## config.mk

```make
export PLATFORM = sky130hd
export DESIGN_NAME = qenc_counter
export DESIGN_NICKNAME = d
export VERILOG_FILES = /design/src/qenc_pkg.sv /design/src/qenc_filter.sv /design/src/qenc_counter.sv
export VERILOG_INCLUDE_DIRS = /design/src
export SDC_FILE = /design/constraint.sdc
export NUM_CORES = 1
export LEC_CHECK = 0
export BUFFER_PORTS_ARGS = -buffer_cell sky130_fd_sc_hd__buf_2
export CORE_MARGIN = 2
export CORE_UTILIZATION = 60
export CTS_CLUSTER_DIAMETER = 30
export DETAILED_ROUTE_END_ITERATION = 16
export HOLD_SLACK_MARGIN = 0.02
export PLACE_DENSITY = 0.82
export SYNTH_ARGS = -nofsm -noshare
export SYNTH_HDL_FRONTEND = slang
export SYNTH_HIERARCHICAL = 1
export SYNTH_SLANG_ARGS = --single-unit
```

## constraint.sdc

```tcl
create_clock -name clk -period 7.2 [get_ports clk]
set_input_delay 1.8 -clock clk [delete_from_list [all_inputs] [get_ports clk]]
set_output_delay 1.8 -clock clk [all_outputs]
set_load 0.005 [all_outputs]
```

## src/qenc_map.svh

```systemverilog
// Register map, field positions, reset values and timing counts of the encoder counter
// Functional notes
// Signed 32-bit count since last zeroing
// Signed 32-bit raw total, never zeroed
// Armed index pulse zeroes the count
// Index event clears the arm bit
// Host reset level holds count at zero
// Host itself releases the reset bit
// Mode bit: quadrature or up/down
// Up/down: rising A, direction from B
// Quadrature counts every edge, four per line
// Filter on: 15 stable clocks needed
// Filter off: 3 stable clocks needed
// Inputs sampled on 33 or 50 MHz clock
// Index polarity selects rising or falling edge
// Gating bit qualifies index by gate input
// Gate polarity: bit set means active low
// Three or four inputs fixed at build
// A leads increments, illegal jumps ignored
// Atomic count reads, readable arm bit
`ifndef QENC_MAP_SVH
`define QENC_MAP_SVH
`define QENC_OFF_CTRL 12'h000
`define QENC_OFF_COUNT 12'h004
`define QENC_OFF_RAW 12'h008
`define QENC_OFF_STATUS 12'h00c
`define QENC_BIT_MODE 0
`define QENC_BIT_FILTER 1
`define QENC_BIT_IDX_POL 2
`define QENC_BIT_GATE_EN 3
`define QENC_BIT_GATE_POL 4
`define QENC_BIT_ARM 5
`define QENC_BIT_HOST_RST 6
`define QENC_CTRL_RESET 7'h02
`define QENC_CTRL_WMASK 7'h7f
`define QENC_STABLE_LONG 15
`define QENC_STABLE_SHORT 3
`define QENC_CLK_MHZ 50
`endif

```

## src/qenc_pkg.sv

```systemverilog
// Types shared by the encoder counter files
package qenc_pkg;
  typedef enum logic [2:0] {
    APB_IDLE = 3'b001,
    APB_SETUP = 3'b010,
    APB_ACCESS = 3'b100
  } apb_state_t;
  typedef logic signed [31:0] count_t;
endpackage : qenc_pkg

```

## src/qenc_filter.sv

```systemverilog
// Synchroniser and stability filter for one encoder input line
`timescale 1ns/10ps
`include "qenc_map.svh"
module qenc_filter #(
  parameter int CNT_W = 4
) (
  input wire logic clk,
  input wire logic reset_n,
  input wire logic long_mode,
  input wire logic pin,
  output logic level
);
  logic sync1;
  logic sync2;
  logic [CNT_W-1:0] stable;
  logic [CNT_W-1:0] need;

  // Refused at elaboration: 15 stable samples need four bits
  generate
    if (CNT_W < 4)
    begin : g_bad_width
      $error("qenc_filter: CNT_W too small for stable count");
    end
  endgenerate

  // Two flops before anything reads the pin
  always_ff @(posedge clk)
  begin
    sync1 <= pin;
    sync2 <= sync1;
  end

  assign need = long_mode ? CNT_W'(`QENC_STABLE_LONG) : CNT_W'(`QENC_STABLE_SHORT);

  always_ff @(posedge clk)
  begin
    if (!reset_n)
    begin
      stable <= '0;
      level <= 1'b0;
    end
    else if (sync2 == level)
    begin
      stable <= '0;
    end
    else if (stable + CNT_W'(1) >= need)
    begin
      // Accept after need consecutive differing samples
      level <= sync2;
      stable <= '0;
    end
    else
    begin
      stable <= stable + CNT_W'(1);
    end
  end

  a_filter_short: assert property (@(posedge clk) disable iff (!reset_n)
    (!long_mode && $changed(level)) |-> $past(sync2, 1) != $past(level, 3))
    else $error("filter accepted a change too early");
endmodule : qenc_filter

```

## src/qenc_counter.sv

```systemverilog
// Quadrature encoder counter with index zeroing and APB register access
//
// The placing of the registers and the APB slave port were decided locally.
`timescale 1ns/10ps
`include "qenc_map.svh"
module qenc_counter #(
  parameter bit HAS_GATE = 1'b1
) (
  input wire logic clk,
  input wire logic reset_n,
  input wire logic enc_a,
  input wire logic enc_b,
  input wire logic enc_idx,
  input wire logic enc_gate,
  input wire logic psel,
  input wire logic penable,
  input wire logic pwrite,
  input wire logic [11:0] paddr,
  input wire logic [31:0] pwdata,
  input wire logic [3:0] pstrb,
  output logic [31:0] prdata,
  output logic pready,
  output logic pslverr,
  output logic index_seen
);
  // ----------------------------------------
  // Control and filtered inputs
  // ----------------------------------------
  logic [6:0] ctrl;
  logic a_f;
  logic b_f;
  logic idx_f;
  logic gate_f;
  logic a_d;
  logic b_d;
  logic idx_d;
  qenc_pkg::count_t count;
  qenc_pkg::count_t raw;
  qenc_pkg::apb_state_t apb_state;
  qenc_pkg::apb_state_t next_apb_state;
  logic step_up;
  logic step_dn;
  logic idx_edge;
  logic gate_ok;
  logic idx_event;
  logic wr_ctrl;
  logic [6:0] next_ctrl;

  // ----------------------------------------
  // Elaboration checks
  // ----------------------------------------
  // Filter counts only mean something at the two sample rates
  generate
    if (`QENC_CLK_MHZ != 50 && `QENC_CLK_MHZ != 33)
    begin : g_bad_clk
      $error("qenc_counter: sample clock must be 33 or 50 MHz");
    end
  endgenerate

  // Filters sample on the block clock; the inputs are async pins
  qenc_filter #(.CNT_W(4)) u_fa (.clk(clk), .reset_n(reset_n),
    .long_mode(ctrl[`QENC_BIT_FILTER]), .pin(enc_a), .level(a_f));
  qenc_filter #(.CNT_W(4)) u_fb (.clk(clk), .reset_n(reset_n),
    .long_mode(ctrl[`QENC_BIT_FILTER]), .pin(enc_b), .level(b_f));
  qenc_filter #(.CNT_W(4)) u_fi (.clk(clk), .reset_n(reset_n),
    .long_mode(ctrl[`QENC_BIT_FILTER]), .pin(enc_idx), .level(idx_f));

  // Gate input exists only in four-input builds
  generate
    if (HAS_GATE)
    begin : g_gate
      qenc_filter #(.CNT_W(4)) u_fg (.clk(clk), .reset_n(reset_n),
        .long_mode(ctrl[`QENC_BIT_FILTER]), .pin(enc_gate), .level(gate_f));
    end
    else
    begin : g_nogate
      assign gate_f = 1'b0;
    end
  endgenerate

  always_ff @(posedge clk)
  begin
    if (!reset_n)
    begin
      a_d <= 1'b0;
      b_d <= 1'b0;
      idx_d <= 1'b0;
    end
    else
    begin
      a_d <= a_f;
      b_d <= b_f;
      idx_d <= idx_f;
    end
  end

  // ----------------------------------------
  // Step decode
  // ----------------------------------------
  function automatic logic [1:0] quad_step(input logic [1:0] prev, input logic [1:0] cur);
    logic [3:0] t;
    t = {prev, cur};
    // Gray order 00-10-11-01 with A as high bit: A leads gives +1
    case (t)
      4'b0010, 4'b1011, 4'b1101, 4'b0100: quad_step = 2'b01;
      4'b0001, 4'b0111, 4'b1110, 4'b1000: quad_step = 2'b10;
      default: quad_step = 2'b00; // No move or illegal double jump
    endcase
  endfunction : quad_step

  always_comb
  begin
    logic [1:0] q;
    q = quad_step({a_d, b_d}, {a_f, b_f});
    if (ctrl[`QENC_BIT_MODE])
    begin
      // Rising A counts, B level gives direction
      step_up = a_f && !a_d && !b_f;
      step_dn = a_f && !a_d && b_f;
    end
    else
    begin
      // Every edge of A and B counts
      step_up = q[0];
      step_dn = q[1];
    end
  end

  // ----------------------------------------
  // Index qualification
  // ----------------------------------------
  assign idx_edge = ctrl[`QENC_BIT_IDX_POL] ? (idx_f && !idx_d) : (!idx_f && idx_d);
  assign gate_ok = !ctrl[`QENC_BIT_GATE_EN] || (gate_f ^ ctrl[`QENC_BIT_GATE_POL]);
  assign idx_event = idx_edge && gate_ok && ctrl[`QENC_BIT_ARM];

  // ----------------------------------------
  // Counters
  // ----------------------------------------
  always_ff @(posedge clk)
  begin
    if (!reset_n)
    begin
      raw <= '0;
    end
    else if (step_up)
    begin
      raw <= raw + 32'sd1;
    end
    else if (step_dn)
    begin
      raw <= raw - 32'sd1;
    end
  end

  always_ff @(posedge clk)
  begin
    if (!reset_n)
    begin
      count <= '0;
    end
    else if (ctrl[`QENC_BIT_HOST_RST] || idx_event)
    begin
      count <= '0;
    end
    else if (step_up)
    begin
      count <= count + 32'sd1;
    end
    else if (step_dn)
    begin
      count <= count - 32'sd1;
    end
  end

  // ----------------------------------------
  // APB slave
  // ----------------------------------------
  always_comb
  begin
    case (apb_state)
      qenc_pkg::APB_IDLE: next_apb_state = psel ? qenc_pkg::APB_SETUP : qenc_pkg::APB_IDLE;
      qenc_pkg::APB_SETUP: next_apb_state = qenc_pkg::APB_ACCESS;
      qenc_pkg::APB_ACCESS: next_apb_state = psel ? qenc_pkg::APB_SETUP : qenc_pkg::APB_IDLE;
      default: next_apb_state = qenc_pkg::APB_IDLE;
    endcase
  end

  always_ff @(posedge clk)
  begin
    if (!reset_n)
    begin
      apb_state <= qenc_pkg::APB_IDLE;
    end
    else if (psel && !penable)
    begin
      apb_state <= qenc_pkg::APB_SETUP;
    end
    else
    begin
      apb_state <= next_apb_state;
    end
  end

  // Answer registered at the end of setup, ready in the first access cycle
  always_ff @(posedge clk)
  begin
    if (!reset_n)
    begin
      pready <= 1'b0;
      pslverr <= 1'b0;
      prdata <= '0;
    end
    else if (psel && !penable)
    begin
      pready <= 1'b1;
      pslverr <= !(paddr == `QENC_OFF_CTRL || paddr == `QENC_OFF_COUNT ||
                   paddr == `QENC_OFF_RAW || paddr == `QENC_OFF_STATUS);
      // Snapshot at setup so a word cannot tear mid-transfer
      case (paddr)
        `QENC_OFF_CTRL: prdata <= {25'h0, ctrl};
        `QENC_OFF_COUNT: prdata <= count;
        `QENC_OFF_RAW: prdata <= raw;
        `QENC_OFF_STATUS: prdata <= {28'h0, gate_f, idx_f, b_f, a_f};
        default: prdata <= '0;
      endcase
    end
    else
    begin
      pready <= 1'b0;
      pslverr <= 1'b0;
    end
  end

  // Access phase only: pready and the setup state both mark it
  assign wr_ctrl = psel && penable && pready && (apb_state == qenc_pkg::APB_SETUP) &&
    pwrite && pstrb[0] && paddr == `QENC_OFF_CTRL;

  always_comb
  begin
    next_ctrl = ctrl;
    if (wr_ctrl)
    begin
      next_ctrl = pwdata[6:0] & `QENC_CTRL_WMASK;
    end
    // Event beats a concurrent arm write
    if (idx_event)
    begin
      next_ctrl[`QENC_BIT_ARM] = 1'b0;
    end
  end

  // Host reset bit is a plain level; only the host clears it
  always_ff @(posedge clk)
  begin
    if (!reset_n)
    begin
      ctrl <= `QENC_CTRL_RESET;
    end
    else
    begin
      ctrl <= next_ctrl;
    end
  end

  always_ff @(posedge clk)
  begin
    if (!reset_n)
    begin
      index_seen <= 1'b0;
    end
    else
    begin
      index_seen <= idx_event;
    end
  end

  // ----------------------------------------
  // Checks
  // ----------------------------------------
  a_host_reset_hold: assert property (@(posedge clk) disable iff (!reset_n)
    ctrl[`QENC_BIT_HOST_RST] |=> count == 0)
    else $error("count not held at zero");
  a_index_zero: assert property (@(posedge clk) disable iff (!reset_n)
    idx_event |=> count == 0 && !ctrl[`QENC_BIT_ARM] && index_seen)
    else $error("armed index did not zero count");
  a_arm_clear: assert property (@(posedge clk) disable iff (!reset_n)
    idx_event |=> !ctrl[`QENC_BIT_ARM])
    else $error("arm bit not cleared");
  a_seen_pulse: assert property (@(posedge clk) disable iff (!reset_n)
    index_seen |=> !index_seen)
    else $error("index event repeated without rearm");
  a_raw_track: assert property (@(posedge clk) disable iff (!reset_n)
    step_up |=> raw == $past(raw) + 32'sd1)
    else $error("raw total missed a step");
  a_raw_down: assert property (@(posedge clk) disable iff (!reset_n)
    step_dn |=> raw == $past(raw) - 32'sd1)
    else $error("raw total missed a down step");
  a_raw_steady: assert property (@(posedge clk) disable iff (!reset_n)
    (!step_up && !step_dn) |=> raw == $past(raw))
    else $error("raw total moved without a step");
  a_count_step: assert property (@(posedge clk) disable iff (!reset_n)
    (step_up && !ctrl[`QENC_BIT_HOST_RST] && !idx_event) |=> count == $past(count) + 32'sd1)
    else $error("count missed a step");
  a_count_down: assert property (@(posedge clk) disable iff (!reset_n)
    (step_dn && !ctrl[`QENC_BIT_HOST_RST] && !idx_event) |=> count == $past(count) - 32'sd1)
    else $error("count missed a down step");
  a_count_steady: assert property (@(posedge clk) disable iff (!reset_n)
    (!step_up && !step_dn && !ctrl[`QENC_BIT_HOST_RST] && !idx_event) |=> count == $past(count))
    else $error("count moved without a step");
  a_updown_mode: assert property (@(posedge clk) disable iff (!reset_n)
    (ctrl[`QENC_BIT_MODE] && (step_up || step_dn)) |-> a_f && !a_d)
    else $error("up/down counted without rising A");
  a_updown_dir: assert property (@(posedge clk) disable iff (!reset_n)
    (ctrl[`QENC_BIT_MODE] && step_up) |-> !b_f)
    else $error("up/down direction wrong");
  a_quad_edges: assert property (@(posedge clk) disable iff (!reset_n)
    (!ctrl[`QENC_BIT_MODE] && a_f != a_d && b_f == b_d) |-> step_up || step_dn)
    else $error("quadrature edge not counted");
  a_quad_dir: assert property (@(posedge clk) disable iff (!reset_n)
    (!ctrl[`QENC_BIT_MODE] && step_up) |-> (a_f != a_d) == (a_d == b_d))
    else $error("quadrature direction wrong");
  a_illegal_jump: assert property (@(posedge clk) disable iff (!reset_n)
    (!ctrl[`QENC_BIT_MODE] && a_f != a_d && b_f != b_d) |-> !step_up && !step_dn)
    else $error("illegal jump changed the count");
  a_gate_block: assert property (@(posedge clk) disable iff (!reset_n)
    (ctrl[`QENC_BIT_GATE_EN] && !(gate_f ^ ctrl[`QENC_BIT_GATE_POL])) |-> !idx_event)
    else $error("gated index took effect");
  a_idx_polarity: assert property (@(posedge clk) disable iff (!reset_n)
    idx_event |-> idx_f == ctrl[`QENC_BIT_IDX_POL])
    else $error("index fired on wrong edge");
  a_apb_answer: assert property (@(posedge clk) disable iff (!reset_n)
    (psel && !penable) |=> pready)
    else $error("apb answer late");
  a_ctrl_write: assert property (@(posedge clk) disable iff (!reset_n)
    (wr_ctrl && !idx_event) |=> ctrl == $past(pwdata[6:0]))
    else $error("control write did not land");
  a_read_count: assert property (@(posedge clk) disable iff (!reset_n)
    (psel && !penable && !pwrite && paddr == `QENC_OFF_COUNT) |=> prdata == $past(count))
    else $error("count read not a snapshot");
  a_err_unmapped: assert property (@(posedge clk) disable iff (!reset_n)
    (psel && !penable && paddr > `QENC_OFF_STATUS) |=> pslverr && prdata == 32'h0)
    else $error("unmapped address not refused");

  c_index: cover property (@(posedge clk) disable iff (!reset_n) idx_event);
  c_updown: cover property (@(posedge clk) disable iff (!reset_n) ctrl[`QENC_BIT_MODE] && step_dn);
  c_quad_down: cover property (@(posedge clk) disable iff (!reset_n) !ctrl[`QENC_BIT_MODE] && step_dn);
  c_host_reset: cover property (@(posedge clk) disable iff (!reset_n) ctrl[`QENC_BIT_HOST_RST] && step_up);
  c_gate_blocked: cover property (@(posedge clk) disable iff (!reset_n) ctrl[`QENC_BIT_GATE_EN] && idx_edge && !gate_ok);
endmodule : qenc_counter

```

==> flow_metrics.tcl <==
set metrics [dict create \
    cts.hold.buffers_added 0 \
    static-leakage-power_nw 3.67 \
    power.switching_mw 0.389 \
    combinationalPowerShare_pct 2.2 \
    timing.critical_path.to "raw[18]" \
    regToRegStartpoint "u_fa/level" \
    global_route.overflow_total 0 \
    synthArstFlopShare_pct 0 \
    post_synth_num_cell_types 76 \
    number_of_remaining_drc_errors 0 \
    syn-instance-count 1021 \
    yosysWarningCount 6 \
    timing.hold.worst.class "reg -> reg" \
    rsz0062_at_grt "false" \
    place.gp.congestion 0.977 \
    reg2reg_to "raw[18]" \
    ctsLongestPathBuffers 2 \
    largest_net_degree_at_the_start_of_global_routing 51 \
    worst-setup-path-type "reg -> reg" \
    p_int_mw 1.38 \
    initial_core_util_pct 61.4 \
    detailroute.via_count 7718 \
    placementRows 42 \
    chipHeight_um 120 \
    power_frac_clock_pct 53.4 \
    power.sequential.fraction_pct 44.4 \
    route.antenna.remaining_nets 0 \
    worst_setup_sp "u_fa/level" \
    report.final.hold_viol_count 0 \
    flow.area_growth_from_synthesis_pct 11.0 \
    drt_iter0_markers 836 \
    worst_ir_drop_vdd_mv 0.162 \
    worst_setup_path_start_kind "register" \
    max_cap_violations 0 \
    slew-limit-headroom_pct 23.5 \
    cts_resized 0 \
    outcome "finished, final reports clean" \
    post_synth.cell_area_avg_um2 7.97 \
    worstSkewPairLatency_ns 0.44 \
    finalHoldWorstSlack_ns 0.325 \
    cts_tree "yes" \
    fp.coreArea_um2 13200 \
    die_width_um 120 \
    final.period_utilization_pct 65.8 \
    cp.arrival_ns 5.11 \
    avgRoutedWirePerCell_um 17.9 \
    synth.most_common_cell "dfxtp_1" \
    worst_path_largest_cell_delay_ns 0.97 \
    grt.met1_usage_pct 40.2 \
    clkSinkCount 140 \
    totalNegativeSetupSlack_ns 0 \
    post_cts.repair.setup_buffers 0 \
    ranking_of_synthesized_cells_by_area "dfxtp_1 (34%), nor2_1 (5.6%), nand2_1 (4.6%)" \
    power-per-cell-area_nw_per_um2 196 \
    design.portCount 92 \
    netlist.top_cell.by_area "dfxtp_1" \
    grt.busiest_layer "met2" \
    wl_mm 21.8 \
    ys_top_cells_by_count "dfxtp_1 (140), nor2_1 (122), nand2_1 (99), clkbuf_1 (64), o21ai_0 (58)" \
    timing.reg2reg.setup_slack_ns 2.46 \
    slew_at_the_pin_closest_to_its_max_slew_limit_ns 1.15 \
    cts-buffers-inserted 17 \
    dieArea_um2 14500 \
    final_layout_size_suffix_gt1_share_pct 12.8 \
    finalWorstPathRequiredPeriod_ns 4.74 \
    num-nets-final 1104 \
    cell_at_the_root_of_the_clock_tree "clkbuf_16" \
    htree_levels 4 \
    post-dp-hpwl_mm 14.8 \
    timing.hold.worst.start "u_fa/sync1" \
    detailedRoute.firstPassIterationCount 6 \
    worst_setup_path_end_kind "register" \
    cpMostUsedCell "o21ai_0" \
    syn_nets 1096 \
    grt_pass1_vias 7289 \
    gr-usage-met3_pct 6.23 \
    port-buffer-count 63 \
    crit_chain "nand2b_1 -> or3_1 -> nand2_1 -> buf_4 -> xnor2_1 -> ha_1 -> nor2_1 -> nand4_1 -> a32oi_1 -> a221oi_1 -> o21ai_0 -> o21ai_0 -> mux2i_1" \
    critPathMaxFanout 50 \
    vias_per_cell 6.34 \
    required_ns 7.57 \
    fmax_mhz 211 \
    finalClockSkew_ns 0.00808 \
    summed_instance_area_of_the_synthesized_netlist_um2 8130 \
    postSynth.topFlopCell "dfxtp_1" \
    synth.ff_latch_count 140 \
    rr_worst_depth 13 \
    synth_edf_count 0 \
    setup-violations-final 0 \
    grt_pass1_wl_mm 36.0 \
    critical_path.slowest_cell "a221oi_1" \
    drv_slew 0 \
    globalRouteMet2Util_pct 49.6 \
    register_area_share_after_synthesis_pct 34.5 \
    num_antenna_cells 0 \
    clk_transition_reported_paths_ns 0.06 \
    antenna_found_initial 0 \
    power.switching_fraction_pct 22.0 \
    synth_top_area_share_pct 34.5 \
    track_usage_pct 30.9 \
]
-- cell families after synthesis --
family | Yosys count | share of synthesized area [%]
simple gates | 471 | 29.6
compound gates | 189 | 15.9
flops | 140 | 34.5
buf+inv | 103 | 5.37
xor+xnor | 69 | 7.43
mux | 31 | 4.48
fa+ha+maj | 18 | 2.77
-- sequential cells by signal, summed over array words and instances (netlist names), 3 cells and up --
register,cells
ctrl,7
apb_state,3
g_gate.u_fg/stable,4
prdata,32
raw,32
u_fi/stable,4
count,32
u_fa/stable,4
u_fb/stable,4
-- worst min path at each step --
stage / end / slack [ns] / cells past startpoint
finish: u_fa/sync2 / 0.33 / 0
global route: g_gate.u_fg/sync2 / 0.33 / 0
CTS: u_fa/sync2 / 0.33 / 0
detailed placement: u_fa/sync2 / 0.31 / 0
global placement: u_fa/sync2 / 0.31 / 0
floorplan: g_gate.u_fg/sync2 / 0.31 / 0
-- area by class of cell --
| class | count | area [um2] |
|---|---|---|
| well taps | 176 | 220 |
| flip-flops and latches | 140 | 2800 |
| multi-input cells | 778 | 4910 |
| repair buffers | 72 | 383 |
| clock buffers | 17 | 425 |
| inverters | 20 | 75.1 |
| clock inverters | 15 | 206 |
| fillers | 1156 | 4220 |
-- critical path: cells and delay by family, from the launching register on --
family | cells | cell delay (ns)
AOI/OAI and AO/OA | 4 | 1.57
and+or+nand+nor | 5 | 1.30
DFF | 1 | 0.58
buffers and inverters | 1 | 0.50
adders and majority gates | 1 | 0.29
muxes | 1 | 0.20
xor gates and xnor gates | 1 | 0.19
-- cells in the final DEF, fill, tap and decap left out, drive strengths merged, types with 4 or more instances in the layout --
cell | Yosys | layout
a211oi | 4 | 4
a21oi | 34 | 34
a22o | 4 | 4
a22oi | 28 | 28
a41o | 5 | 5
and2 | 15 | 15
and3 | 8 | 8
and4 | 6 | 6
buf | 18 | 72
bufinv | 0 | 4
clkbuf | 64 | 17
dfxtp | 140 | 140
ha | 18 | 18
inv | 20 | 26
mux2i | 27 | 27
mux4 | 4 | 4
nand2 | 99 | 99
nand2b | 9 | 9
nand3 | 36 | 36
nand4 | 37 | 37
nor2 | 122 | 122
nor2b | 11 | 11
nor3 | 36 | 36
nor3b | 11 | 11
nor4 | 29 | 29
nor4b | 8 | 8
o211ai | 8 | 8
o21a | 5 | 5
o21ai | 59 | 59
o31ai | 5 | 5
or2 | 4 | 4
or3 | 19 | 19
or4 | 11 | 11
xnor2 | 36 | 36
xor2 | 33 | 33
-- stage by stage --
stage	cells	power (mW)	worst slack (ns)	utilization, %	area, um2
after floorplan	1021	0.824	3.38	-	8130
after global placement	1186	0.839	2.66	63.4	8400
after detailed placement	1186	0.841	2.60	63.4	8400
after CTS	1218	1.77	2.60	68.2	9030
after global routing	1218	1.81	2.19	68.2	9030
final	1218	1.77	2.46	68.2	9030
-- metal layers --
metal  routed length (um)  part of all wire, %  up-vias
met5                    0                    0        -
met4                  636                  2.9        0
met3                 1850                  8.5       67
met2                10100                   46      396
met1                 9260                   42     3565
li1                     -                    -     3690
-- power by group through the flow --
stage,sequential [mW],combinational [mW],clock (mW)
final,0.784,0.0393,0.943
after global placement,0.801,0.0380,0
after floorplan,0.801,0.0228,0
after global routing,0.785,0.0439,0.986
after CTS,0.784,0.0394,0.949
after detailed placement,0.802,0.0393,0
(Power assumes the default switching activity.)
